**config.mk**
```make
export PLATFORM = sky130hd
export DESIGN_NAME = lbr_bus_ctrl
export DESIGN_NICKNAME = d
export VERILOG_FILES = /design/src/logic/lbr_pkg.sv /design/src/logic/lbr_bus_ctrl.sv /design/src/logic/lbr_sync2.sv
export SDC_FILE = /design/constraint.sdc
export NUM_CORES = 1
export LEC_CHECK = 0
export ABC_AREA = 0
export BUFFER_PORTS_ARGS = -buffer_cell sky130_fd_sc_hd__buf_2
export CAP_MARGIN = 20
export CORE_MARGIN = 4
export CORE_UTILIZATION = 53
export CTS_CLUSTER_DIAMETER = 60
export DETAILED_ROUTE_END_ITERATION = 16
export PLACE_DENSITY = 0.81
export SYNTH_ARGS = -nofsm -noshare
export SYNTH_HDL_FRONTEND = slang
export SYNTH_SLANG_ARGS = --single-unit
export TNS_END_PERCENT = 100
```
**constraint.sdc**
```tcl
create_clock -name sys_clk -period 5.9 [get_ports sys_clk]
set_input_delay 1.18 -clock sys_clk [delete_from_list [all_inputs] [get_ports sys_clk]]
set_output_delay 1.18 -clock sys_clk [all_outputs]
set_load 0.005 [all_outputs]
```
**src/logic/lbr_pkg.sv**
```systemverilog
// Shared constants and types of the local bus cycle controller.
// Assumes one 100 MHz system clock; everything here is a pure definition.
package lbr_pkg;

   // ==========================================================
   // Clocking
   // ==========================================================
   localparam int LBR_SYS_CLK_MHZ = 100;
   localparam int LBR_PHASES_PER_PCLK = 2;

   // ==========================================================
   // Bus states, one processor clock each
   // ==========================================================
   typedef enum logic [3:0]
   {
      LBR_IDLE = 4'b0001,
      LBR_STATUS = 4'b0010,
      LBR_CMD = 4'b0100,
      LBR_HOLD = 4'b1000
   } lbr_state_t;

   // ==========================================================
   // Status pin codes, active low
   // ==========================================================
   localparam logic [1:0] LBR_STS_NONE = 2'h3;
   localparam logic [1:0] LBR_STS_READ = 2'h1;
   localparam logic [1:0] LBR_STS_WRITE = 2'h2;
   localparam logic [1:0] LBR_STS_ACK = 2'h0;

   // ==========================================================
   // Prefetch queue
   // ==========================================================
   localparam logic [3:0] LBR_Q_BYTES = 4'h6;
   localparam logic [3:0] LBR_Q_ROOM = 4'h2;
   localparam logic [2:0] LBR_Q_RESET = 3'h0;

   // ==========================================================
   // Reset values
   // ==========================================================
   localparam logic [23:0] LBR_ADDR_RESET = 24'h000000;
   localparam logic [15:0] LBR_DATA_RESET = 16'h0000;

   // ==========================================================
   // Carriers
   // ==========================================================
   typedef struct packed {
      logic write;
      logic io;
      logic interrupt_ack_cycle;
      logic locked;
      logic lock_penult;
      logic byte_op;
      logic prefetch;
      logic [23:0] addr;
      logic [15:0] wdata;
   } lbr_req_t;

   typedef struct packed {
      logic [1:0] status_n;
      logic m_io;
      logic code_ack;
      logic bhe_n;
      logic [23:0] addr;
   } lbr_pins_t;

   localparam lbr_req_t LBR_REQ_RESET = '{
      write: 1'b0, io: 1'b0, interrupt_ack_cycle: 1'b0, locked: 1'b0, lock_penult: 1'b0,
      byte_op: 1'b0, prefetch: 1'b0, addr: LBR_ADDR_RESET, wdata: LBR_DATA_RESET};

   localparam lbr_pins_t LBR_PINS_RESET = '{
      status_n: LBR_STS_NONE, m_io: 1'b1, code_ack: 1'b1, bhe_n: 1'b1,
      addr: LBR_ADDR_RESET};

endpackage : lbr_pkg

```
**src/logic/lbr_bus_ctrl.sv**
```systemverilog
// Local bus cycle controller: bus states, write data drive, hold handover,
// exclusive-access signalling and instruction prefetch issue.
// Assumes the ready line is already synchronous to sys_clk and that the core
// presents requests and queue pops on sys_clk.
//
// Functional notes
// - Bus cycle ends on the same clock edge the shared ready line is seen.
// - Write data is driven only from phase 2 of the status state.
// - Write data stays valid one system clock after the last command state.
// - After a write, float data in phase 2 following last command; not write-write.
// - I/O cycles use exactly the memory cycle state sequence and timing.
// - Hold during a write: finish it, one idle state, then hold and grant.
// - Exclusive access asserted for acknowledge, exchange, descriptor and locked cycles.
// - Locked series: drops at end of first command of next-to-last cycle.
// - Acknowledge cycles: exclusive access drops at end of each first command.
// - Prefetch only when bus otherwise idle and two queue bytes free.
// - Control transfer to odd address starts with a single byte fetch.
// - Prefetch stops once a control transfer or halt is decoded.
// - Real mode may overshoot up to six bytes past the last transfer.
// - Protected mode prefetch stops at the last segment word; overrun raises 13.
// - Even segment end fetches a word, drops the extra byte, 13 on execution.
// - The system clock is divided by two into processor clock phases.
// - Each bus state lasts one processor clock; command repeats without ready.
// - In hold, address, data and status drivers are floated.
module lbr_bus_ctrl (
   input wire logic sys_clk,
   input wire logic reset,
   input wire logic clk_en,
   input wire logic ready_n,
   input wire logic hold_req_pin,
   input wire logic [15:0] data_in,
   output logic [15:0] data_out,
   output logic data_oe,
   output lbr_pkg::lbr_pins_t pins_out,
   output logic pins_oe,
   output logic lock_n,
   output logic bus_grant_out,
   input wire logic req_valid,
   input lbr_pkg::lbr_req_t req_in,
   output logic req_taken,
   output logic done,
   output logic [15:0] rdata,
   input wire logic xfer_valid,
   input wire logic [23:0] xfer_target,
   input wire logic stop_decoded,
   input wire logic prot_mode,
   input wire logic [23:0] code_limit,
   input wire logic [1:0] q_pop,
   input wire logic exec_valid,
   input wire logic [23:0] exec_addr,
   output logic fill_valid,
   output logic [15:0] fill_data,
   output logic [1:0] fill_bytes,
   output logic [2:0] queue_level,
   output logic exc13
);

   // ==========================================================
   // State and phase
   // ==========================================================
   lbr_pkg::lbr_state_t st_q;
   lbr_pkg::lbr_state_t st_d;
   lbr_pkg::lbr_req_t cur_q;
   lbr_pkg::lbr_req_t cur_d;
   lbr_pkg::lbr_req_t pf_req;
   logic ph_q;
   logic first_tc_q;
   logic series_q;
   logic tail_q;
   logic stop_q;
   logic stale_q;
   logic [23:0] ptr_q;
   logic [1:0] pf_cnt_q;
   logic [1:0] pf_cnt_d;
   logic hold_s;

   lbr_sync2 #(.WIDTH(1)) u_hold_sync (
      .sys_clk(sys_clk),
      .reset(reset),
      .clk_en(clk_en),
      .async_in(hold_req_pin),
      .sync_out(hold_s)
   );

   // Bus state moves only at the end of phase 2
   wire end_ph = clk_en & ph_q;
   wire in_cmd = (st_q == lbr_pkg::LBR_CMD);
   wire cyc_end = end_ph & in_cmd & ~ready_n;
   // Locked series and acknowledge pairs keep the bus from the other master
   wire hold_ok = hold_s & ~series_q;
   wire pf_busy = cur_q.prefetch & (in_cmd | (st_q == lbr_pkg::LBR_STATUS));

   // ==========================================================
   // Prefetch issue
   // ==========================================================
   wire [3:0] lvl_eff = {1'b0, queue_level} + {2'b00, pf_busy ? pf_cnt_q : 2'b00};
   wire q_room = (lvl_eff <= (lbr_pkg::LBR_Q_BYTES - lbr_pkg::LBR_Q_ROOM));
   // Protected mode never runs past the last physical word of the segment
   wire seg_ok = ~prot_mode | (ptr_q[23:1] <= code_limit[23:1]);
   // Queue depth bounds real-mode overshoot to six bytes past the stop point
   wire pf_go = ~stop_q & ~xfer_valid & ~series_q & q_room & seg_ok;
   wire odd_ptr = ptr_q[0];
   // Even segment end: the upper byte of the word is read but not counted
   wire drop_hi = prot_mode & ~code_limit[0] & (ptr_q[23:1] == code_limit[23:1]);
   wire have_req = req_valid | pf_go;

   always_comb
   begin
      pf_req = lbr_pkg::LBR_REQ_RESET;
      pf_req.prefetch = 1'b1;
      pf_req.addr = ptr_q;
      pf_req.byte_op = odd_ptr;
   end

   // ==========================================================
   // Bus state machine
   // ==========================================================
   lbr_pkg::lbr_state_t st_free;
   assign st_free = hold_ok ? lbr_pkg::LBR_HOLD :
                    (have_req ? lbr_pkg::LBR_STATUS : lbr_pkg::LBR_IDLE);

   always_comb
   begin
      st_d = st_q;
      if (end_ph)
      begin
         unique case (st_q)
            lbr_pkg::LBR_IDLE: st_d = st_free;
            lbr_pkg::LBR_STATUS: st_d = lbr_pkg::LBR_CMD;
            lbr_pkg::LBR_CMD:
            begin
               if (!ready_n)
               begin
                  // Write hold time needs one idle state before handover
                  if (hold_ok && cur_q.write)
                     st_d = lbr_pkg::LBR_IDLE;
                  else
                     st_d = st_free;
               end
            end
            lbr_pkg::LBR_HOLD: st_d = hold_s ? lbr_pkg::LBR_HOLD : lbr_pkg::LBR_IDLE;
         endcase
      end
   end

   wire take = end_ph & (st_d == lbr_pkg::LBR_STATUS);
   wire take_core = take & req_valid;
   wire take_pf = take & ~req_valid;
   assign cur_d = take ? (req_valid ? req_in : pf_req) : cur_q;
   assign pf_cnt_d = (odd_ptr | drop_hi) ? 2'h1 : 2'h2;

   // Exclusive access: latched at status, dropped at end of first command of acknowledge and next-to-last locked cycles
   wire lock_now = ~lock_n;
   wire lock_drop = end_ph & first_tc_q & (cur_q.interrupt_ack_cycle | cur_q.lock_penult);
   wire lock_d = take ? (cur_d.locked | cur_d.interrupt_ack_cycle) : (lock_drop ? 1'b0 : lock_now);

   // ==========================================================
   // Pin values for the coming phase
   // ==========================================================
   wire ph_d = ~ph_q;
   wire wr_tail = cyc_end & cur_q.write;
   wire st_wr = (st_d == lbr_pkg::LBR_STATUS) & cur_d.write;
   wire cmd_wr = (st_d == lbr_pkg::LBR_CMD) & cur_d.write;
   // Late drive in status leaves time for old read drivers to turn off
   wire data_oe_d = (st_wr & ph_d) | cmd_wr | (wr_tail & ~ph_d);
   wire load_wr = st_wr & ph_d & clk_en;
   wire [1:0] sts_code = cur_d.interrupt_ack_cycle ? lbr_pkg::LBR_STS_ACK :
                         (cur_d.write ? lbr_pkg::LBR_STS_WRITE : lbr_pkg::LBR_STS_READ);
   lbr_pkg::lbr_pins_t pins_d;

   always_comb
   begin
      pins_d.status_n = (st_d == lbr_pkg::LBR_STATUS) ? sts_code : lbr_pkg::LBR_STS_NONE;
      pins_d.m_io = ~cur_d.io;
      pins_d.code_ack = ~cur_d.interrupt_ack_cycle;
      pins_d.bhe_n = cur_d.byte_op & ~cur_d.addr[0];
      pins_d.addr = cur_d.addr;
   end

   // ==========================================================
   // Queue level
   // ==========================================================
   wire fill_ev = cyc_end & cur_q.prefetch & ~stale_q & ~xfer_valid;
   wire [3:0] lvl_add = {1'b0, queue_level} + {2'b00, fill_ev ? pf_cnt_q : 2'b00};
   wire [3:0] lvl_sub = lvl_add - {2'b00, q_pop};
   wire [2:0] level_d = xfer_valid ? lbr_pkg::LBR_Q_RESET : lvl_sub[2:0];
   wire [23:0] ptr_next = ptr_q + {22'h000000, odd_ptr ? 2'h1 : 2'h2};

   // ==========================================================
   // Registers
   // ==========================================================
   always_ff @(posedge sys_clk or posedge reset)
   begin
      if (reset)
      begin
         st_q <= lbr_pkg::LBR_IDLE;
         ph_q <= 1'b0;
         cur_q <= lbr_pkg::LBR_REQ_RESET;
         first_tc_q <= 1'b0;
         series_q <= 1'b0;
         tail_q <= 1'b0;
         pf_cnt_q <= 2'h0;
      end
      else if (clk_en)
      begin
         st_q <= st_d;
         ph_q <= ph_d;
         cur_q <= cur_d;
         first_tc_q <= end_ph ? (st_q == lbr_pkg::LBR_STATUS) : first_tc_q;
         series_q <= take ? (take_core & (req_in.locked | req_in.interrupt_ack_cycle)) : series_q;
         tail_q <= wr_tail;
         pf_cnt_q <= take_pf ? pf_cnt_d : pf_cnt_q;
      end
   end

   always_ff @(posedge sys_clk or posedge reset)
   begin
      if (reset)
      begin
         ptr_q <= lbr_pkg::LBR_ADDR_RESET;
         stop_q <= 1'b0;
         stale_q <= 1'b0;
         queue_level <= lbr_pkg::LBR_Q_RESET;
      end
      else if (clk_en)
      begin
         // A stop decoded alongside a redirect still holds off the new stream
         ptr_q <= xfer_valid ? xfer_target : (take_pf ? ptr_next : ptr_q);
         stop_q <= stop_decoded | (stop_q & ~xfer_valid);
         stale_q <= (xfer_valid & pf_busy) | (stale_q & ~take);
         queue_level <= level_d;
      end
   end

   always_ff @(posedge sys_clk or posedge reset)
   begin
      if (reset)
      begin
         pins_out <= lbr_pkg::LBR_PINS_RESET;
         pins_oe <= 1'b0;
         data_out <= lbr_pkg::LBR_DATA_RESET;
         data_oe <= 1'b0;
         lock_n <= 1'b1;
         bus_grant_out <= 1'b0;
      end
      else if (clk_en)
      begin
         pins_out <= pins_d;
         pins_oe <= (st_d != lbr_pkg::LBR_HOLD);
         data_out <= load_wr ? cur_d.wdata : data_out;
         data_oe <= data_oe_d & (st_d != lbr_pkg::LBR_HOLD);
         lock_n <= ~lock_d;
         bus_grant_out <= (st_d == lbr_pkg::LBR_HOLD);
      end
   end

   always_ff @(posedge sys_clk or posedge reset)
   begin
      if (reset)
      begin
         req_taken <= 1'b0;
         done <= 1'b0;
         rdata <= lbr_pkg::LBR_DATA_RESET;
         fill_valid <= 1'b0;
         fill_data <= lbr_pkg::LBR_DATA_RESET;
         fill_bytes <= 2'h0;
         exc13 <= 1'b0;
      end
      else if (clk_en)
      begin
         req_taken <= take_core;
         done <= cyc_end & ~cur_q.prefetch;
         rdata <= (cyc_end & ~cur_q.write) ? data_in : rdata;
         fill_valid <= fill_ev;
         fill_data <= fill_ev ? data_in : fill_data;
         fill_bytes <= fill_ev ? pf_cnt_q : fill_bytes;
         exc13 <= prot_mode & exec_valid & (exec_addr > code_limit);
      end
   end
endmodule // lbr_bus_ctrl

```
**src/logic/lbr_sync2.sv**
```systemverilog
// Two flip-flop synchroniser for levels arriving from outside sys_clk.
// Assumes the source holds each level for at least two enabled clocks.
module lbr_sync2 #(
   parameter int WIDTH = 1
) (
   input wire logic sys_clk,
   input wire logic reset,
   input wire logic clk_en,
   input wire logic [WIDTH-1:0] async_in,
   output logic [WIDTH-1:0] sync_out
);

   logic [WIDTH-1:0] meta_q;

   // First stage feeds only the second stage
   always_ff @(posedge sys_clk or posedge reset)
   begin
      if (reset)
      begin
         meta_q <= '0;
         sync_out <= '0;
      end
      else if (clk_en)
      begin
         meta_q <= async_in;
         sync_out <= meta_q;
      end
   end

endmodule // lbr_sync2

```
Yosys cells after proc, flatten, opt, wreduce, memory -nomap -nowiden
Cells that the tools add are included.

cells by class
  add/sub/neg operators = 4
  order comparisons = 3
  equality and inequality tests = 9
  muxes and demuxes = 21
  bitwise operators = 63
  reduce and logical (&&, ||, !) cells = 9

operators by type and width
  kind                                                 count
  2-to-1 mux 47 bit                                    2
  2-to-1 mux 24 bit                                    2
  AND 1 bit                                            35
  adder 24 x 2 -> 24 bit                               1
  > comparator 24 bit                                  1
  equality test 23 bit                                 1
  <= comparator 23 bit                                 1
  2-to-1 mux 4 bit                                     5
  NOT 1 bit                                            17
  2-to-1 mux 2 bit                                     8
  case mux 4 bit (4 select lines)                      1
  AND reduction 2 bit                                  7
  OR 1 bit                                             11
  equality test 4 x 2 -> 1 bit, second input constant  2
  equality test 4 x 3 -> 1 bit, second input constant  2
  equality test 4 bit, second input constant           2
  adder 3 x 2 -> 4 bit                                 1
  equality test 4 x 1 -> 1 bit, second input constant  1
  <= comparator 4 x 3 -> 1 bit, second input constant  1
  inequality test 4 bit, second input constant         1
  adder 3 x 2 -> 3 bit                                 1
  2-to-1 mux 3 bit                                     1
  subtractor 3 x 2 -> 3 bit                            1
  2-to-1 mux 1 bit                                     2
  2 further kinds                                      2

storage, ports and cells
  bits in registers = 150
  input bits = 147
  output and inout port bits = 90
  logic and storage cells = 146

Logic depth before layout (Yosys ltp)
  depth in word-level cells = 23
  depth in mapped cells = 16
  depth with buffers taken out = 14

Hierarchy
Synthesis repeated with hierarchy kept, for this count alone.

unflattened totals
  cells, all modules = 840
  area total of the unflattened synthesis = 8408.1 µm²

modules (own cells, without submodules)
  module        instances  cells an instance  area an instance (µm²)  seq. area each (µm²)
  lbr_bus_ctrl  1          835                8331.7                  3687.3
  lbr_sync2     1          5                  76.3                    50.0

Worst setup path after synthesis
No wires, ideal clock.

  path type = in2reg
  start point = input port clk_en
  end point = register queue_level[2]
  setup time = 129 ps
  arrival = 3688 ps
  required time = 5771 ps
  path slack = 2083 ps
  stages on the path = 13
  path buffers = 1
  cell sequence = buf_2 -> nand2_1 -> nor3_1 -> nand3_1 -> clkinv_1 -> nand2_1 -> fa_1 -> inv_1 -> fa_1 -> xnor2_1 -> nor3_1 -> a21oi_1 -> o2bb2ai_1

on the way
  cells in the longest elaborated chain, start to end = 10

ends and longest elaborated chain
  item                       line                 source
  from (decl)                lbr_bus_ctrl.sv:28   input wire logic clk_en,
  AND 1 bit                  lbr_bus_ctrl.sv:86   wire end_ph = clk_en & ph_q;
  AND 1 bit (2 in series)    lbr_bus_ctrl.sv:88   wire cyc_end = end_ph & in_cmd & ~ready_n;
  AND 1 bit (3 in series)    lbr_bus_ctrl.sv:183  wire fill_ev = cyc_end & cur_q.prefetch & ~stale_q & ~xfer_valid;
  2-to-1 mux 2 bit           lbr_bus_ctrl.sv:184  wire [3:0] lvl_add = {1'b0, queue_level} + {2'b00, fill_ev ? pf_cnt_q : 2'b00};
  adder 3 x 2 -> 3 bit       lbr_bus_ctrl.sv:184
  subtractor 3 x 2 -> 3 bit  lbr_bus_ctrl.sv:185  wire [3:0] lvl_sub = lvl_add - {2'b00, q_pop};
  2-to-1 mux 3 bit           lbr_bus_ctrl.sv:186  wire [2:0] level_d = xfer_valid ? lbr_pkg::LBR_Q_RESET : lvl_sub[2:0];
  to (signal assigned)       lbr_bus_ctrl.sv:223  queue_level <= lbr_pkg::LBR_Q_RESET;
  to (signal assigned)       lbr_bus_ctrl.sv:231  queue_level <= level_d;
  to (decl)                  lbr_bus_ctrl.sv:54   output logic [2:0] queue_level,

Parallel ways exist; a longest one is shown, timed or not.
A chain may end at the register's enable or synchronous reset.

Worst setup path in the final report
  start point = register st_q[3]
  end point = register ptr_q[19]

on the way
  cells in the longest elaborated chain, start to end = 20
  elaborated cells on any way between the ends = 23
  classes of those cells = add/sub (1); order compare (1); eq/ne (5); mux (7); bitwise (7); reduce/logical (2)

ends and longest elaborated chain
  item                                                                          line                                                         source
  from (decl)                                                                   lbr_bus_ctrl.sv:61                                           lbr_pkg::lbr_state_t st_q;
  from (signal assigned)                                                        lbr_bus_ctrl.sv:196                                          st_q <= lbr_pkg::LBR_IDLE;
  from (signal assigned)                                                        lbr_bus_ctrl.sv:206                                          st_q <= st_d;
  equality test 4 x 3 -> 1 bit or equality test 4 x 2 -> 1 bit (tied branches)  lbr_bus_ctrl.sv:87, lbr_bus_ctrl.sv:127, lbr_bus_ctrl.sv:91
  OR 1 bit                                                                      lbr_bus_ctrl.sv:91                                           wire pf_busy = cur_q.prefetch & (in_cmd | (st_q == lbr_pkg::LBR_STATUS));
  AND 1 bit                                                                     lbr_bus_ctrl.sv:91
  2-to-1 mux 2 bit                                                              lbr_bus_ctrl.sv:96                                           wire [3:0] lvl_eff = {1'b0, queue_level} + {2'b00, pf_busy ? pf_cnt_q : 2'b00};
  adder 3 x 2 -> 4 bit                                                          lbr_bus_ctrl.sv:96
  <= comparator 4 x 3 -> 1 bit                                                  lbr_bus_ctrl.sv:97                                           wire q_room = (lvl_eff <= (lbr_pkg::LBR_Q_BYTES - lbr_pkg::LBR_Q_ROOM));
  AND 1 bit (2 in series)                                                       lbr_bus_ctrl.sv:101                                          wire pf_go = ~stop_q & ~xfer_valid & ~series_q & q_room & seg_ok;
  OR 1 bit                                                                      lbr_bus_ctrl.sv:105                                          wire have_req = req_valid | pf_go;
  (+3 left out)                                                                 -
  2-to-1 mux 4 bit                                                              lbr_bus_ctrl.sv:132                                          if (!ready_n)
  case mux 4 bit (4 select lines)                                               lbr_bus_ctrl.sv:127                                          unique case (st_q)
  2-to-1 mux 4 bit *                                                            lbr_bus_ctrl.sv:125                                          if (end_ph)
  equality test 4 x 2 -> 1 bit *                                                lbr_bus_ctrl.sv:146                                          wire take = end_ph & (st_d == lbr_pkg::LBR_STATUS);
  AND 1 bit *                                                                   lbr_bus_ctrl.sv:146
  AND 1 bit *                                                                   lbr_bus_ctrl.sv:148                                          wire take_pf = take & ~req_valid;
  nonzero test 2 bit (no line) *                                                -
  AND reduction 2 bit (no line) *                                               -
  to (signal assigned)                                                          lbr_bus_ctrl.sv:220                                          ptr_q <= lbr_pkg::LBR_ADDR_RESET;
  to (signal assigned)                                                          lbr_bus_ctrl.sv:228                                          ptr_q <= xfer_valid ? xfer_target : (take_pf ? ptr_next : ptr_q);
  to (decl)                                                                     lbr_bus_ctrl.sv:72                                           logic [23:0] ptr_q;

Every way passes the cells marked *; elsewhere a longest branch is shown, timed or not.

==> summary.md <==
| Metric | Value |
|---|---|
| Biggest area consumer among synthesized cells | `dfrtp_1` |
| First-pass GRT wire length | `about 38000 µm` |
| CTS tree | `built` |
| Max-Cap Viols | `0` |
| Worst slew pin tran | `between 1000 and 1500 ps` |
| Async SR Flop Fraction | `100%` |
| Unrepaired setup endpoints after global routing | `no` |
| Status | `complete, no violations` |
| Hold Crit Class | `reg2reg` |
| Reg power frac | `41.9%` |
| FMAX | `between 200 and 250 MHz` |
| Clock slew at reported path FFs | `70 ps` |
| Main area contributors after synthesis | `dfrtp_1, ha_1, nand2_1, a21oi_1, mux2i_1` |
| RR Startpoint | `st_q[3]` |
| Commonest cells after routing, fill and taps aside | `buf_2, dfrtp_1, nand2_1` |
| End of the worst hold path | `fill_data[1]` |
| HP Start | `fill_data[1]` |
| Die H | `around 140 µm` |
| Internal power | `0.00267 W` |
| Leakage Power | `5.21 nW` |
| Synth warn | `0` |
| Worst R2R Path Depth | `13` |
| FF+latch count, synth | `about 150` |
| Reg-to-reg endpoint | `ptr_q[19]` |
| Arr. time, crit path | `between 4000 and 5000 ps` |
| EDFF count, synth | `0` |
| Slew HR | `about 33%` |
| Proportion of power drawn by combinational gates | `between 30% and 40%` |
| Filler instances | `1254` |
| Setup TNS | `0 ps` |
| Met3 usage | `approximately 5.3%` |
| Synth top area share | `about two fifths` |
| Switching share of power | `a little under two fifths` |
| Gate Count Post-Synth | `897` |
| Die ar. | `~0.018 mm²` |
| DRC | `0` |
| Post CTS Setup Buffer Count | `0` |
| Ports | `around 240` |
| Vias per std cell | `5.67` |
| Hold buffers post-CTS | `0` |
| Commonest non-fill, non-tap cell in the layout | `buf_2` |
| Cell Area, Synth | `about 0.0086 mm²` |
| Die Wd | `135 µm` |
| Port Buffers | `approximately 240` |
| Final Hold Vio Count | `0` |
| Worst path slowest cell | `nor2_1` |
| First-pass iteration count of the detailed router | `6` |
| Initial core utilization | `a little over half` |
| Post-synth top flop | `dfrtp_1` |
| # nets final | `around 1300` |
| Wire per inst | `between 15 and 20 µm` |
| CTS Buffer Depth | `2` |
| Grt met1 use | `between 30% and 40%` |
| Crit-path cells | `or2_2 -> nor2_1 -> and3_1 -> ha_1 -> inv_1 -> fa_1 -> xnor2_1 -> o21ai_0 -> a21oi_1 -> nor2_1 -> o211a_1 -> nor2_1 -> o221ai_1` |
| GR Layer Usage met2 | `~43%` |
| Hold Path Depth | `2` |
| Minimum clock period | `4270 ps` |
| CP Capture Type | `flop` |
| Crit Path Category | `reg2reg` |
| Worst EP required | `6150 ps` |
| Detailed-route via count | `7502` |
| Most used cell, CP | `nor2_1` |
| Placed cell areas | `0.00970 mm²` |
| Post-CTS sizing | `0` |
| Row Count | `46` |
| Library cells used by synthesis | `74` |
| Clock power frac | `approximately 24%` |
| Antenna-violating nets left | `0` |
| Mean area per synthesized cell | `approximately 9.5 µm²` |
| GPL Wtd Cong | `about 0.9` |
| Worst setup margin | `about 1600 ps` |
| Final Cycle Share | `just over 70%` |
| Initial antenna violation count | `2` |
| Dpl hpwl | `between 15000 and 20000 µm` |
| Synth-to-layout area growth | `20.0%` |
| Post-synth net total | `~1100` |
| Switching Power | `roughly 0.0016 W` |
| FF-to-FF setup slack | `about 1600 ps` |
| Max incr delay on CP | `840 ps` |
| Total gr overflow | `0` |
| Maximum VDD drop | `between 0.2 and 0.3 mV` |
| Crit path launch type | `flop` |
| Clock sink count | `between 100 and 150` |
| Final core utilization | `between 60% and 70%` |
| Max Slew Vio Count | `0` |
| Placeable core area | `0.0158 mm²` |
| Gr busiest metal | `met2` |
| DRC marker count from the first detailed-route iteration | `roughly 600` |
| GRT Total Usage | `about a quarter` |
| Root Buffer | `clkbuf_16` |
| Share of layout cells above drive strength 1 | `between 30% and 40%` |
| H-tree levels | `4` |
| Pre-CTS setup slack | `roughly 1400 ps` |
| Setup-failing EPs final | `0` |
| CTS Buf Count | `17` |
| Power Density | `about 410 mW/mm²` |
| Seq/Total Area, Yosys | `a little over two fifths` |
| Hold_ws | `roughly 470 ps` |
| CP Max Fanout | `25` |
| Worst-Skew Late Latency | `around 420 ps` |
| Largest net degree at the start of global routing | `93` |
| Post-route clock skew | `around 6.7 ps` |
| Vias in the first global route | `between 7000 and 8000` |
| Routed wire length | `roughly 23000 µm` |
| Post-layout instance area | `between 0.01 and 0.015 mm²` |
[kinds of logic after synthesis]
kind of cell / synth area share [%]
AOI/OAI and AO/OA: 15.4
xor gates and xnor gates: 0.614
adders and majority gates: 8.60
buffers and inverters: 7.59
DFF: 43.7
muxes: 8.07
and+or+nand+nor: 16.0
[final cells by class]
class | instances | area [µm²] | share of cell area, %
antenna | 3 | 7.51 | 0.0731
clock buffer | 17 | 425 | 4.14
clock inverter | 15 | 141 | 1.38
inverter | 69 | 264 | 2.57
multi-input combinational | 610 | 4180 | 40.7
sequential | 149 | 3740 | 36.4
tap | 216 | 270 | 2.63
timing repair buffer | 245 | 1250 | 12.2
[power groups by stage]
stage	combinational (W)	clock, W	sequential, W
CTS	0.00145	0.00105	0.00178
finish	0.00144	0.00103	0.00178
floorplan	0.00110	0	0.00167
global placement	0.00140	0	0.00178
global route	0.00163	0.00110	0.00184
detailed placement	0.00144	0	0.00179
[synthesized netlist by cell type (all sizes together), types with 17 or more instances]
cell type  count
dfrtp        142
nand2        102
inv           66
a21oi         65
nor2          57
ha            54
o21ai         48
buf           43
nand3         39
mux2          34
mux2i         27
clkbuf        26
nor3          26
nand4         17
[worst max-delay path, delay by kind of cell (launching register included)]
family	cells	cell delay, ps
buf+inv	1	50
flops	1	470
compound gates	4	1210
fa+ha+maj	2	530
xor+xnor	1	130
simple gates	5	1690
[stage by stage]
step / instances / total power (W)
global route: 1323 / 0.00457
detailed placement: 1289 / 0.00323
finish: 1324 / 0.00426
global placement: 1289 / 0.00318
CTS: 1321 / 0.00428
floorplan: 897 / 0.00277
[worst max-delay path by stage]
| stage | from | end | slack [ps] | cells after the start |
|---|---|---|---|---|
| 2_1_floorplan | reset | bus_grant_out | 720 | 1 |
| 3_3_place_gp | clk_en | queue_level[2] | 1550 | 14 |
| 3_5_place_dp | clk_en | queue_level[2] | 1400 | 14 |
| 4_1_cts | st_q[3] | ptr_q[19] | 1730 | 13 |
| 5_1_grt | st_q[3] | ptr_q[18] | 1240 | 13 |
| 6_report | st_q[3] | ptr_q[19] | 1630 | 13 |
[routing by layer]
layer / routed length [µm] / up-vias
met2: 11400 / 316
met5: 0 / -
met3: 1760 / 47
met4: 643 / 0
met1: 9660 / 3586
li1: - / 3553
[flip-flops by register name (all words and copies together), names as in the netlist, 3 cells and up]
name / count
fill_data: 16
rdata: 16
pins_out: 29
ptr_q: 24
cur_q: 22
data_out: 16
st_q: 4
queue_level: 3
Note: power is estimated with default switching activity, not from simulation.
